`config.mk`:
```
export PLATFORM = sky130hd
export DESIGN_NAME = asc_seq_ctrl
export DESIGN_NICKNAME = d
export VERILOG_FILES = /design/src/rtl/asc_pkg.sv /design/src/rtl/asc_tick_if.sv /design/src/rtl/asc_clk_div.sv /design/src/rtl/asc_seq_ctrl.sv
export VERILOG_INCLUDE_DIRS = /design/src /design/src/rtl
export SDC_FILE = /design/constraint.sdc
export NUM_CORES = 1
export LEC_CHECK = 0
export BUFFER_PORTS_ARGS = -buffer_cell sky130_fd_sc_hd__buf_2
export CORE_MARGIN = 2
export CORE_UTILIZATION = 40
export DETAILED_ROUTE_END_ITERATION = 16
export PLACE_DENSITY = 0.65
export SETUP_SLACK_MARGIN = 0.02
export SLEW_MARGIN = 10
export SYNTH_ARGS = -nofsm -noshare
export SYNTH_HDL_FRONTEND = slang
export SYNTH_SLANG_ARGS = --single-unit
```
`constraint.sdc`:
```
create_clock -name pclk -period 2.4 [get_ports pclk]
set_clock_uncertainty 0.05 [all_clocks]
set_input_delay 0.12 -clock pclk [delete_from_list [all_inputs] [get_ports pclk]]
set_output_delay 0.12 -clock pclk [all_outputs]
set_load 0.02 [all_outputs]
```
`src/rtl/asc_map.svh`:
```
// register indices, field positions, reset values and timing counts
// assumes: included by bare name from any file of the converter block
`ifndef ASC_MAP_SVH
`define ASC_MAP_SVH

// ----------------------------------------------------------------------
// register indices (byte address is four times the index)
// ----------------------------------------------------------------------
`define ASC_IDX_CTRL 10'h034
`define ASC_IDX_HIGH 10'h035
`define ASC_IDX_LOW 10'h036
`define ASC_IDX_IRQ_STS 10'h037
`define ASC_IDX_IRQ_MSK 10'h038

// ----------------------------------------------------------------------
// field positions
// ----------------------------------------------------------------------
`define ASC_CS_DONE 7
`define ASC_CS_SPEED 6
`define ASC_CS_ON 5
`define ASC_CS_CH_HI 2
`define ASC_CS_CH_LO 0
`define ASC_RL_SLOW 3
`define ASC_IRQ_DONE 0
`define ASC_IRQ_OVR 1

// ----------------------------------------------------------------------
// reset values and constants
// ----------------------------------------------------------------------
`define ASC_RST_BYTE 8'h00
`define ASC_RST_CH 3'h0
`define ASC_RST_RES 10'h000
`define ASC_RST_IRQ 2'h0
`define ASC_RST_WORD 32'h0000_0000
`define ASC_SAR_FIRST 10'h200
`define ASC_MSB_IDX 4'h9
`define ASC_LSB_IDX 4'h0
`define ASC_CNT_ZERO 4'h0
`define ASC_CNT_ONE 4'h1

// ----------------------------------------------------------------------
// timing counts, in converter clock ticks
// ----------------------------------------------------------------------
`define ASC_SAMPLE_TICKS 4'h8
`define ASC_SETTLE_TICKS 4'h6

// ----------------------------------------------------------------------
// converter clock divider
// ----------------------------------------------------------------------
`define ASC_DIV_ZERO 2'h0
`define ASC_DIV_ONE 2'h1
`define ASC_DIV4_LAST 2'h3

`endif

```
`src/rtl/asc_pkg.sv`:
```
// types shared by the converter sequencing block
// assumes: compiled before every other file of the block
package asc_pkg;

    // ------------------------------------------------------------------
    // sequencer states
    // ------------------------------------------------------------------
    typedef enum logic [1:0] {
        ASC_OFF = 2'b00,
        ASC_SAMPLE = 2'b01,
        ASC_TRIAL = 2'b10
    } asc_state_t;

endpackage

```
`src/rtl/asc_tick_if.sv`:
```
// converter clock tick link between the sequencer and its divider
// assumes: both ends on pclk
`timescale 1ns/1ps
`default_nettype none

interface asc_tick_if;
    logic run;
    logic slow;
    logic speed;
    logic tick;

    modport div (input run, input slow, input speed, output tick);
    modport ctl (output run, output slow, output speed, input tick);
endinterface

`default_nettype wire

```
`src/rtl/asc_clk_div.sv`:
```
// converter clock divider: one tick per converter clock period
// assumes: pclk is the cpu clock; settings come from the sequencer
`timescale 1ns/1ps
`default_nettype none
`include "asc_map.svh"

module asc_clk_div (
    input wire logic pclk,
    input wire logic presetn,
    asc_tick_if.div tk
);
    logic [1:0] div_r;

    // ------------------------------------------------------------------
    // prescale counter
    // ------------------------------------------------------------------
    // held at zero while off so the first period after enable is whole
    always_ff @(posedge pclk or negedge presetn) begin
        if (!presetn) begin
            div_r <= `ASC_DIV_ZERO;
        end else if (!tk.run) begin
            div_r <= `ASC_DIV_ZERO;
        end else begin
            div_r <= div_r + `ASC_DIV_ONE;
        end
    end

    // slow wins over speed: cpu/4, else cpu/1 or cpu/2
    always_comb begin
        if (tk.slow) begin
            tk.tick = tk.run && (div_r == `ASC_DIV4_LAST);
        end else if (tk.speed) begin
            tk.tick = tk.run;
        end else begin
            tk.tick = tk.run && div_r[0];
        end
    end
endmodule

`default_nettype wire

```
`src/rtl/asc_seq_ctrl.sv`:
```
// converter control, successive approximation sequencer and result regs
// assumes: apb master on pclk; analog core drives cmp_in asynchronously
// and presents the trial code on ana_dac to its comparator
//
// Chosen here: the APB register port.
`timescale 1ns/1ps
`default_nettype none
`include "asc_map.svh"

// Notes on behaviour
// - input above upper reference reads full scale, 3FF, no overflow flag
// - input below lower reference reads zero in both result registers
// - three-bit channel select picks inputs zero to six in binary order
// - setting converter on starts continuous back-to-back conversions
// - clearing converter on stops conversions and powers the core down
// - each finished conversion loads the result and sets done flag
// - reading result high or writing control clears done; low read doesn't
// - done flag is read-only; other control bits read and write
// - channel change aborts conversion, clears done, restarts new channel
// - slow gives cpu/4; else speed gives cpu/1 or cpu/2
// - result high holds bits nine to two; low holds bits one, zero
// - reserved bits of result low always read zero
// - cpu wait mode leaves the converter running
module asc_seq_ctrl (
    input wire logic pclk,
    input wire logic presetn,
    input wire logic psel,
    input wire logic penable,
    input wire logic pwrite,
    input wire logic [11:0] paddr,
    input wire logic [31:0] pwdata,
    input wire logic [3:0] pstrb,
    output logic [31:0] prdata,
    output logic pready,
    output logic pslverr,
    output logic irq,
    input wire logic lp_halt,
    input wire logic cmp_in,
    output logic ana_power_on,
    output logic [2:0] ana_channel,
    output logic ana_sample,
    output logic [9:0] ana_dac
);
    // ------------------------------------------------------------------
    // declarations
    // ------------------------------------------------------------------
    asc_pkg::asc_state_t state_r;
    logic [3:0] cnt_r;
    logic [3:0] bit_r;
    logic [9:0] sar_r;
    logic [9:0] sar_dec;
    logic [9:0] result_r;
    logic done_r;
    logic speed_r;
    logic on_r;
    logic [2:0] ch_r;
    logic slow_r;
    logic [1:0] irq_sts_r;
    logic [1:0] irq_msk_r;
    logic pready_r;
    logic pslverr_r;
    logic [31:0] prdata_r;
    logic irq_r;
    logic power_r;
    logic sample_r;
    logic cmp_s1;
    logic cmp_s2;
    logic cmp_s3;
    logic cmp_q;
    logic run;
    logic setup;
    logic acc;
    logic wr_lane;
    logic sel_ctrl;
    logic sel_high;
    logic sel_low;
    logic sel_sts;
    logic sel_msk;
    logic mapped;
    logic wr_ctrl;
    logic rd_high;
    logic chan_change;
    logic last_tick;
    logic conv_end;
    logic [31:0] rdata_nxt;
    logic [1:0] irq_evt;

    asc_tick_if tk ();

    // ------------------------------------------------------------------
    // converter clock
    // ------------------------------------------------------------------
    // halt stops the converter whatever software left in the on bit;
    // there is no wait-mode input because wait must not touch it
    assign run = on_r && !lp_halt;
    assign tk.run = run;
    assign tk.slow = slow_r;
    assign tk.speed = speed_r;

    asc_clk_div u_div (
        .pclk(pclk),
        .presetn(presetn),
        .tk(tk)
    );

    // ------------------------------------------------------------------
    // comparator synchroniser
    // ------------------------------------------------------------------
    // three stages; a level counts only once stages two and three agree
    always_ff @(posedge pclk or negedge presetn) begin
        if (!presetn) begin
            cmp_s1 <= 1'b0;
            cmp_s2 <= 1'b0;
            cmp_s3 <= 1'b0;
        end else begin
            cmp_s1 <= cmp_in;
            cmp_s2 <= cmp_s1;
            cmp_s3 <= cmp_s2;
        end
    end

    always_ff @(posedge pclk or negedge presetn) begin
        if (!presetn) begin
            cmp_q <= 1'b0;
        end else if (cmp_s2 == cmp_s3) begin
            cmp_q <= cmp_s3;
        end
    end

    // ------------------------------------------------------------------
    // apb decode
    // ------------------------------------------------------------------
    assign setup = psel && !penable;
    assign acc = psel && penable && pready_r;
    assign wr_lane = acc && pwrite && pstrb[0];
    assign sel_ctrl = (paddr[11:2] == `ASC_IDX_CTRL);
    assign sel_high = (paddr[11:2] == `ASC_IDX_HIGH);
    assign sel_low = (paddr[11:2] == `ASC_IDX_LOW);
    assign sel_sts = (paddr[11:2] == `ASC_IDX_IRQ_STS);
    assign sel_msk = (paddr[11:2] == `ASC_IDX_IRQ_MSK);
    assign mapped = sel_ctrl || sel_high || sel_low || sel_sts || sel_msk;
    assign wr_ctrl = wr_lane && sel_ctrl;
    assign rd_high = acc && !pwrite && sel_high;
    // only a real change of channel while running aborts the conversion
    assign chan_change = wr_ctrl && run
        && (pwdata[`ASC_CS_CH_HI:`ASC_CS_CH_LO] != ch_r);

    // read mux; reserved bits are left at zero
    always_comb begin
        rdata_nxt = `ASC_RST_WORD;
        if (sel_ctrl) begin
            rdata_nxt[`ASC_CS_DONE] = done_r;
            rdata_nxt[`ASC_CS_SPEED] = speed_r;
            rdata_nxt[`ASC_CS_ON] = on_r;
            rdata_nxt[`ASC_CS_CH_HI:`ASC_CS_CH_LO] = ch_r;
        end else if (sel_high) begin
            rdata_nxt[7:0] = result_r[9:2];
        end else if (sel_low) begin
            rdata_nxt[`ASC_RL_SLOW] = slow_r;
            rdata_nxt[1:0] = result_r[1:0];
        end else if (sel_sts) begin
            rdata_nxt[1:0] = irq_sts_r;
        end else if (sel_msk) begin
            rdata_nxt[1:0] = irq_msk_r;
        end
    end

    // ------------------------------------------------------------------
    // apb answer
    // ------------------------------------------------------------------
    // read data is caught in the setup cycle so prdata leaves a flop;
    // costs nothing since pready is high in the first access cycle
    always_ff @(posedge pclk or negedge presetn) begin
        if (!presetn) begin
            pready_r <= 1'b0;
            pslverr_r <= 1'b0;
            prdata_r <= `ASC_RST_WORD;
        end else begin
            pready_r <= setup;
            pslverr_r <= setup && !mapped;
            if (setup) begin
                prdata_r <= rdata_nxt;
            end
        end
    end

    assign pready = pready_r;
    assign pslverr = pslverr_r;
    assign prdata = prdata_r;

    // ------------------------------------------------------------------
    // control fields
    // ------------------------------------------------------------------
    // bits four and three of control are not stored; software keeps them 0
    always_ff @(posedge pclk or negedge presetn) begin
        if (!presetn) begin
            speed_r <= 1'b0;
            on_r <= 1'b0;
            ch_r <= `ASC_RST_CH;
        end else if (wr_ctrl) begin
            speed_r <= pwdata[`ASC_CS_SPEED];
            on_r <= pwdata[`ASC_CS_ON];
            ch_r <= pwdata[`ASC_CS_CH_HI:`ASC_CS_CH_LO];
        end
    end

    // slow select lives in the result-low register
    always_ff @(posedge pclk or negedge presetn) begin
        if (!presetn) begin
            slow_r <= 1'b0;
        end else if (wr_lane && sel_low) begin
            slow_r <= pwdata[`ASC_RL_SLOW];
        end
    end

    // ------------------------------------------------------------------
    // done flag
    // ------------------------------------------------------------------
    // completion wins over a clear in the same cycle, so no result is lost;
    // reading result low never touches it, which keeps the 10-bit sequence
    always_ff @(posedge pclk or negedge presetn) begin
        if (!presetn) begin
            done_r <= 1'b0;
        end else if (conv_end) begin
            done_r <= 1'b1;
        end else if (rd_high || wr_ctrl) begin
            done_r <= 1'b0;
        end
    end

    // ------------------------------------------------------------------
    // successive approximation sequencer
    // ------------------------------------------------------------------
    assign last_tick = (state_r == asc_pkg::ASC_TRIAL) && tk.tick
        && (cnt_r == `ASC_SETTLE_TICKS - `ASC_CNT_ONE);
    assign conv_end = last_tick && (bit_r == `ASC_LSB_IDX);

    // keep the trial bit only when the comparator says input is higher;
    // an input above range keeps every bit, below range keeps none
    always_comb begin
        sar_dec = sar_r;
        if (!cmp_q) begin
            sar_dec[bit_r] = 1'b0;
        end
    end

    always_ff @(posedge pclk or negedge presetn) begin
        if (!presetn) begin
            state_r <= asc_pkg::ASC_OFF;
            cnt_r <= `ASC_CNT_ZERO;
            bit_r <= `ASC_MSB_IDX;
            sar_r <= `ASC_RST_RES;
        end else if (!run) begin
            state_r <= asc_pkg::ASC_OFF;
            cnt_r <= `ASC_CNT_ZERO;
        end else if (chan_change) begin
            state_r <= asc_pkg::ASC_SAMPLE;
            cnt_r <= `ASC_CNT_ZERO;
        end else begin
            unique case (state_r)
                asc_pkg::ASC_OFF: begin
                    state_r <= asc_pkg::ASC_SAMPLE;
                    cnt_r <= `ASC_CNT_ZERO;
                end
                asc_pkg::ASC_SAMPLE: begin
                    if (tk.tick) begin
                        if (cnt_r == `ASC_SAMPLE_TICKS - `ASC_CNT_ONE) begin
                            state_r <= asc_pkg::ASC_TRIAL;
                            cnt_r <= `ASC_CNT_ZERO;
                            bit_r <= `ASC_MSB_IDX;
                            sar_r <= `ASC_SAR_FIRST;
                        end else begin
                            cnt_r <= cnt_r + `ASC_CNT_ONE;
                        end
                    end
                end
                asc_pkg::ASC_TRIAL: begin
                    if (last_tick) begin
                        cnt_r <= `ASC_CNT_ZERO;
                        sar_r <= sar_dec;
                        if (bit_r == `ASC_LSB_IDX) begin
                            state_r <= asc_pkg::ASC_SAMPLE;
                        end else begin
                            sar_r[bit_r - `ASC_CNT_ONE] <= 1'b1;
                            bit_r <= bit_r - `ASC_CNT_ONE;
                        end
                    end else if (tk.tick) begin
                        cnt_r <= cnt_r + `ASC_CNT_ONE;
                    end
                end
                default: begin
                    state_r <= asc_pkg::ASC_OFF;
                    cnt_r <= `ASC_CNT_ZERO;
                end
            endcase
        end
    end

    // ------------------------------------------------------------------
    // result register
    // ------------------------------------------------------------------
    // one 10-bit flop so both halves always come from the same conversion
    always_ff @(posedge pclk or negedge presetn) begin
        if (!presetn) begin
            result_r <= `ASC_RST_RES;
        end else if (conv_end) begin
            result_r <= sar_dec;
        end
    end

    // ------------------------------------------------------------------
    // analog core controls
    // ------------------------------------------------------------------
    // sample stays up through an abort from sampling, so no false dip
    always_ff @(posedge pclk or negedge presetn) begin
        if (!presetn) begin
            power_r <= 1'b0;
            sample_r <= 1'b0;
        end else begin
            power_r <= run;
            sample_r <= run
                && (state_r == asc_pkg::ASC_SAMPLE);
        end
    end

    assign ana_power_on = power_r;
    assign ana_sample = sample_r;
    assign ana_channel = ch_r;
    assign ana_dac = sar_r;

    // ------------------------------------------------------------------
    // interrupt status and mask
    // ------------------------------------------------------------------
    // overrun marks a result landing while the previous one was unread
    assign irq_evt = {conv_end && done_r, conv_end};

    // set wins over a write-one-to-clear in the same cycle
    always_ff @(posedge pclk or negedge presetn) begin
        if (!presetn) begin
            irq_sts_r <= `ASC_RST_IRQ;
        end else if (wr_lane && sel_sts) begin
            irq_sts_r <= (irq_sts_r & ~pwdata[1:0]) | irq_evt;
        end else begin
            irq_sts_r <= irq_sts_r | irq_evt;
        end
    end

    always_ff @(posedge pclk or negedge presetn) begin
        if (!presetn) begin
            irq_msk_r <= `ASC_RST_IRQ;
        end else if (wr_lane && sel_msk) begin
            irq_msk_r <= pwdata[1:0];
        end
    end

    // registered, so irq trails the status bit by one cycle
    always_ff @(posedge pclk or negedge presetn) begin
        if (!presetn) begin
            irq_r <= 1'b0;
        end else begin
            irq_r <= |(irq_sts_r & irq_msk_r);
        end
    end

    assign irq = irq_r;
endmodule

`default_nettype wire

```
==> metrics.csv, run 1 <==
metric;value;unit
crit_top_cell;inv_1;
nets;491;
cp.arrival;2.41;ns
finalCritPeriodShare;93.0;%
holdCritPathClass;input pin to register;
grt_max_degree;24;
die_h;95.6;um
portBuffers;49;
antenna_found_initial;0;
ys_ff_latch;60;
syn_area;0.00336;sq mm
rsz0062_at_grt;no;
final_cells;532;
dp.cells;509;
clk_pin_slew;0.07;ns
relSlewSlack;56.7;%
vdd_drop_max;0.253;mV
setup.worst_path.start;bit_r[0];
clk_latency;0.35;ns
ys.flop_type;dfrtp_1;
cts_sinks;60;
synth.avg_cell_area;9.51;sq um
seq_area_frac_synth;44.8;%
postCtsSetupRepairBufs;0;
p_clk_share;49.2;%
endpoint_kind;register;
die_w;95.6;um
dieArea;0.00914;sq mm
route.detailed.drc;0;
wirelength;7720;um
viasPerCell;5.20;
h-tree-depth;3;
min_period;2.23;ns
seq_power_share;45.0;%
start_util;41.1;%
cp_max_fo;21;
io_pins;105;
fmax;448;MHz
switching_power;0.505;mW
cpPeakStageDelay;0.64;ns
core;0.00818;sq mm
worst_setup_path_start_kind;register;
power.density;567;mW/mm^2
synth_edf_count;0;
worstPathRequired;2.58;ns
drtAntennaViolNets;0;
grt_use_total;18.2;%
dp_slack;0.188;ns
drive_gt1_share;22.0;%
diodes;0;
max_cap_violations;0;
p_total;2.27;mW
hpwlAfterDp;5720;um
synth-simple-area-share;21.2;%
synth_top_family_by_area;simple AND/OR/NAND/NOR gates;
synth_mux_area_share;2.53;%
swShare;22.2;%
synthAdderAreaFrac;5.14;%
min_from;lp_halt;
cts_root_buf;clkbuf_8;
drtIter0Drc;119;
grt_pass1_vias;2531;
setup_ws;0.169;ns
synth-compound-area-share;16.7;%
finalSetupTns;0;ns
synthArstFlopShare;100;%
synth_top_area_share;43.2;%
multi_input_area;0.00165;sq mm
p_leak;1.93;nW
slowest_stage;or4_4;
cts_buffers;9;
crit_type;register to register;
wire_per_inst;14.5;um
combPwrFrac;5.7;%
rows;33;
p_int;1.77;mW
hold_violations;0;
synth_largest_area_cell;dfrtp_1;
r2r-start;bit_r[0];
place_congestion;0.899;
setup_viol;0;
cts_tree;yes;
crit_chain;inv_1 -> ha_1 -> inv_1 -> or2_4 -> or4_4 -> mux2_2;
maxSlewViolCount;0;
syn_to_final_growth;19.3;%
tightestPinTransition;0.650;ns
grt_pass1_wl;12600;um
status;complete, no violations;
synth_xor_area_share;1.04;%
fill_cells;792;
synth_warnings;0;
grt.overflow.total;0;
drt_first_pass_iters;4;
netlist_top_cells_area;dfrtp_1 43%, nand2_1 5.7%, buf_4 5.4%, ha_1 4.8%, o21ai_0 4.0%;
vias;2769;
ys_types;61;
regArea;0.00150;sq mm
synthCells;353;
max-clock-path-buffers;2;
==> through the flow <==
stage / hold slack (ns) / utilization [%] / cell area [sq um]
floorplan: -0.226 / - / 3440
global route: 0.0527 / 49.0 / 4010
finish: 0.0387 / 49.0 / 4010
global placement: 0.0592 / 45.1 / 3690
CTS: 0.0300 / 49.0 / 4010
detailed placement: 0.0626 / 45.1 / 3690
==> path summary, 6_finish.rpt <==
path | to | slack [ns] | cells after the start
min in group asynchronous | prdata[2] | 0.21 | 2
worst max register to register | result_r[8] | 0.17 | 6
worst max-delay path | result_r[8] | 0.17 | 6
worst min register to register | cmp_s2 | 0.30 | 0
worst min-delay path | u_div.div_r[0] | 0.04 | 3
max in group asynchronous | bit_r[3] | 1.41 | 3
==> flip-flops by register name, indices dropped and copies added, names as in the netlist, 2 cells and up <==
register / flops
irq_msk_r: 2
u_div.div_r: 2
irq_sts_r: 2
ana_channel: 3
state_r: 2
ana_dac: 10
result_r: 10
bit_r: 4
cnt_r: 4
prdata: 8
==> logic make-up after synthesis <==
group	after synthesis
AND/OR/NAND/NOR	134
adder cells (fa/ha/maj)	14
buffers and inverters	49
XOR/XNOR	4
AO/OA/AOI/OAI	83
flip-flops	60
other	1
multiplexers	8
==> Yosys cell counts, types with 5 or more instances <==
| master | number |
|---|---|
| a21oi_1 | 9 |
| a31oi_1 | 5 |
| inv_1 | 14 |
| a22o_1 | 7 |
| nor2_1 | 21 |
| o31ai_1 | 10 |
| o21ai_0 | 27 |
| nor3_1 | 6 |
| nand2b_1 | 8 |
| nand2_1 | 51 |
| and3_1 | 5 |
| a22oi_1 | 5 |
| buf_4 | 24 |
| dfrtp_1 | 58 |
| ha_1 | 13 |
| nand3_1 | 12 |
==> layer usage <==
layer  GRT usage, %  part of all wire, %
met1           24.5                   47
met2           28.2                   46
met3           3.40                  4.7
met4           8.45                  2.0
met5              0                    0
==> layout by cell type, fill, tap and decap left out, types with 5 or more instances in the layout <==
cell type,netlist,routed
a22oi_1,5,5
o31ai_1,10,10
nor2_1,21,21
nand2b_1,8,8
dlygate4sd3_1,0,8
a21oi_1,9,9
ha_1,13,13
clkbuf_8,0,10
a22o_1,7,7
inv_1,14,14
nor3_1,6,6
o21ai_0,27,27
nand3_1,12,12
buf_2,3,49
nand2_1,51,51
dfrtp_1,58,58
and3_1,5,5
conb_1,1,24
buf_4,24,13
a31oi_1,5,5
==> worst max-delay path: cells and delay by family, from the launching register on <==
family / cells / cell delay, ns
adder cells (fa/ha/maj): 1 / 0.19
buffers and inverters: 2 / 0.24
flip-flops: 1 / 0.41
multiplexers: 1 / 0.31
AND/OR/NAND/NOR: 2 / 0.92
==> cell type report <==
class,instances,share of cell area [%]
Multi-Input combinational cell,267,41.3
Sequential cell,60,37.6
Timing Repair Buffer,70,10.6
Clock buffer,10,3.44
Tap cell,105,3.28
Clock inverter,5,2.50
Inverter,15,1.41
==> power groups by stage <==
stage / Clock, mW / Combinational [mW] / Sequential [mW]
finish: 1.12 / 0.130 / 1.02
global route: 1.19 / 0.146 / 1.02
CTS: 1.14 / 0.131 / 1.02
detailed placement: 0 / 0.121 / 1.04
global placement: 0 / 0.119 / 1.04
floorplan: 0 / 0.0924 / 1.04
==> repair_timing <==
item                                   in CTS  in global routing
resized for setup                           0                  0
hold buffers                                8                  0
endpoints found under the hold margin      28                  0
Note: power is estimated with default switching activity, not from simulation.
==> inputs of run 2 (changes only) <==
Settings changed: ABC_AREA from default to 1, CELL_PAD_IN_SITES_DETAIL_PLACEMENT from default to 0, CELL_PAD_IN_SITES_GLOBAL_PLACEMENT from default to 1, CORE_UTILIZATION 40 to 38, PLACE_DENSITY 0.65 to default, PLACE_DENSITY_LB_ADDON from default to 0.1.
==> metrics.csv, run 2 <==
metric;value;unit;change
reg2regPathDepth;8;;was 6
grt_use_total;18.6;%;was 18.2%
seq_area_frac_synth;41.5;%;was 44.8%
status;complete, no violations;;unchanged
synth_largest_area_cell;dfrtp_1;;unchanged
final_cell_mix;115 x nand2_1, 58 x dfrtp_1, 49 x buf_2, 46 x inv_1, 43 x nand3_1;;was 58 x dfrtp_1, 51 x nand2_1, 49 x buf_2, 27 x o21ai_0, 24 x conb_1
cp_max_fo;5;;was 21
relSlewSlack;62.8;%;was 56.7%
whs_path_depth;3;;unchanged
setup_ws;0.396;ns;was 0.169 ns
core;0.00924;sq mm;was 0.00818 sq mm
grt_pass1_wl;14900;um;was 12,600 um
finalSetupTns;0;ns;unchanged
power.density;506;mW/mm^2;was 567 mW/mm^2
fmax;499;MHz;was 448 MHz
viasPerCell;4.64;;was 5.20
cts_resized;0;;unchanged
vias;3031;;was 2,769
min_period;2.00;ns;was 2.23 ns
ys_ff_latch;60;;unchanged
finalCritPeriodShare;83.5;%;was 93.0%
die_w;102;um;was 95.6 um
ys.flop_type;dfrtp_1;;unchanged
synthCells;456;;was 353
drtIter0Drc;89;;was 119
rr_endpoint;ana_dac[2];;was result_r[8]
worstPathRequired;2.63;ns;was 2.58 ns
synthArstFlopShare;100;%;unchanged
place_area;0.00393;sq mm;was 0.00369 sq mm
drtAntennaViolNets;0;;unchanged
cts_tree;yes;;unchanged
grt_pass1_vias;2976;;was 2,531
clk_pin_slew;0.07;ns;about the same
synth_edf_count;0;;unchanged
io_pins;105;;unchanged
wire_per_inst;13.4;um;was 14.5 um
setup_viol;0;;unchanged
clk_latency;0.34;ns;was 0.35 ns
grt_max_degree;25;;was 24
syn_area;0.00363;sq mm;was 0.00336 sq mm
regArea;0.00150;sq mm;unchanged
yosysMostFrequentCell;nand2_1;;was dfrtp_1
hold_violations;0;;unchanged
cts_root_buf;clkbuf_8;;unchanged
wirelength;8780;um;was 7720 um
h-tree-depth;3;;unchanged
final_common_cell;nand2_1;;was dfrtp_1
cp.arrival;2.24;ns;was 2.41 ns
synth_common_cells;115 x nand2_1, 58 x dfrtp_1, 46 x inv_1, 43 x nand3_1, 40 x nor2_1;;was 58 x dfrtp_1, 51 x nand2_1, 27 x o21ai_0, 24 x buf_4, 21 x nor2_1
r2r_setup_slack;0.40;ns;was 0.17 ns
synth.avg_cell_area;7.95;sq um;was 9.51 sq um
syn_to_final_growth;15.2;%;was 19.3%
p_leak;2.10;nW;was 1.93 nW
hpwlAfterDp;6750;um;was 5720 um
diodes;0;;unchanged
cts_sinks;60;;unchanged
tightestPinTransition;0.558;ns;was 0.650 ns
synth_top_area_share;40.0;%;was 43.2%
multi_input_area;0.00178;sq mm;was 0.00165 sq mm
place_congestion;0.842;;was 0.899
worst_setup_path_start_kind;register;;unchanged
min_from;pwdata[2];;was lp_halt
dp_slack;0.385;ns;was 0.188 ns
finalInstanceArea;0.00418;sq mm;was 0.00401 sq mm
max-clock-path-buffers;2;;unchanged
start_util;39.3;%;was 41.1%
ys_types;41;;was 61
cts_buffers;9;;unchanged
endpoint_kind;register;;unchanged
die_h;102;um;was 95.6 um
holdCritPathClass;input pin to register;;unchanged
rsz0062_at_grt;no;;unchanged
holdPathEnd;ana_channel[2];;was u_div.div_r[0]
netlist_top_cells_area;dfrtp_1 40%, nand2_1 12%, nand3_1 5.9%, buf_4 5.0%, inv_1 4.8%;;was dfrtp_1 43%, nand2_1 5.7%, buf_4 5.4%, ha_1 4.8%, o21ai_0 4.0%
crit_type;register to register;;unchanged
drive_gt1_share;19.7;%;was 22.0%
max_cap_violations;0;;unchanged
vdd_drop_max;0.209;mV;was 0.253 mV
antenna_found_initial;0;;unchanged
nets;587;;was 491
fill_cells;955;;was 792
rows;35;;was 33
drt_first_pass_iters;5;;was 4
portBuffers;49;;unchanged
synth_warnings;0;;unchanged
route.detailed.drc;0;;unchanged
p_total;2.11;mW;was 2.27 mW
grt.overflow.total;0;;unchanged
r2r-start;bit_r[0];;unchanged
maxSlewViolCount;0;;unchanged
dieArea;0.0103;sq mm;was 0.00914 sq mm
==> run 2: metal layers <==
layer | GRT usage [%] | vias up | wire length [um]
met4 | 6.55 | 0 | 139
li1 | - | 1551 | -
met1 | 25.2 | 1398 | 4240
met2 | 30.4 | 70 | 4030
met5 | 0 | - | 0
met3 | 2.90 | 12 | 377
==> run 2: layout make-up <==
cell class / instances / share of cell area [%]
Timing Repair Buffer: 60 / 8.14
Tap cell: 129 / 3.86
Clock buffer: 9 / 2.96
Sequential cell: 60 / 36.0
Multi-Input combinational cell: 337 / 42.7
Inverter: 51 / 4.58
Clock inverter: 7 / 1.80
==> run 2: where the power goes <==
group          total, mW  leakage [nW]  internal, mW  switching [mW]
Combinational      0.152          1.20        0.0398           0.113
Clock              0.934        0.0918         0.482           0.452
Sequential          1.03         0.804          1.02         0.00586
==> run 2: metrics by stage <==
stage                     std cells  util, %  hold slack (ns)
after floorplan                 479        -           -0.226
after global placement          632     42.5           0.0610
after detailed placement        632     42.5           0.0542
after CTS                       653     45.2          0.00263
after global routing            653     45.2           0.0353
final                           653     45.2           0.0119
==> run 2: worst max-delay path by stage <==
stage | start | end | slack, ns | cells after the start
6_report | bit_r[0] | ana_dac[2] | 0.40 | 8
5_1_grt | bit_r[0] | ana_dac[2] | 0.20 | 8
4_1_cts | bit_r[0] | ana_dac[2] | 0.37 | 8
3_5_place_dp | bit_r[0] | ana_dac[8] | 0.39 | 8
3_3_place_gp | bit_r[0] | ana_dac[2] | 0.40 | 8
2_1_floorplan | bit_r[0] | ana_dac[4] | 0.55 | 8
==> run 2: timing repair <==
action / in CTS / in global routing
hold endpoints to repair: 22 / 0
buffers inserted: 0 / 0
hold buffers: 5 / 0
==> run 2: kinds of logic (layout without fill, tap and decap cells) <==
group,after synthesis,in the layout,share of synthesized area [%]
other,1,24,0.103
buffers and inverters,82,127,11.8
AOI/OAI and AO/OA,57,57,8.59
xor gates and xnor gates,5,5,1.41
and+or+nand+nor,237,237,31.9
adders and majority gates,14,14,4.76
DFF,60,60,41.5
==> run 2: worst max-delay path, stage by stage, from the launching register on <==
cell and delay [ns]:
dfstp_2 0.58, inv_1 0.11, ha_1 0.26, xnor2_1 0.36, buf_4 0.21, nand3_1 0.07, a21oi_1 0.14, nand3_1 0.09
nand2_1 0.07
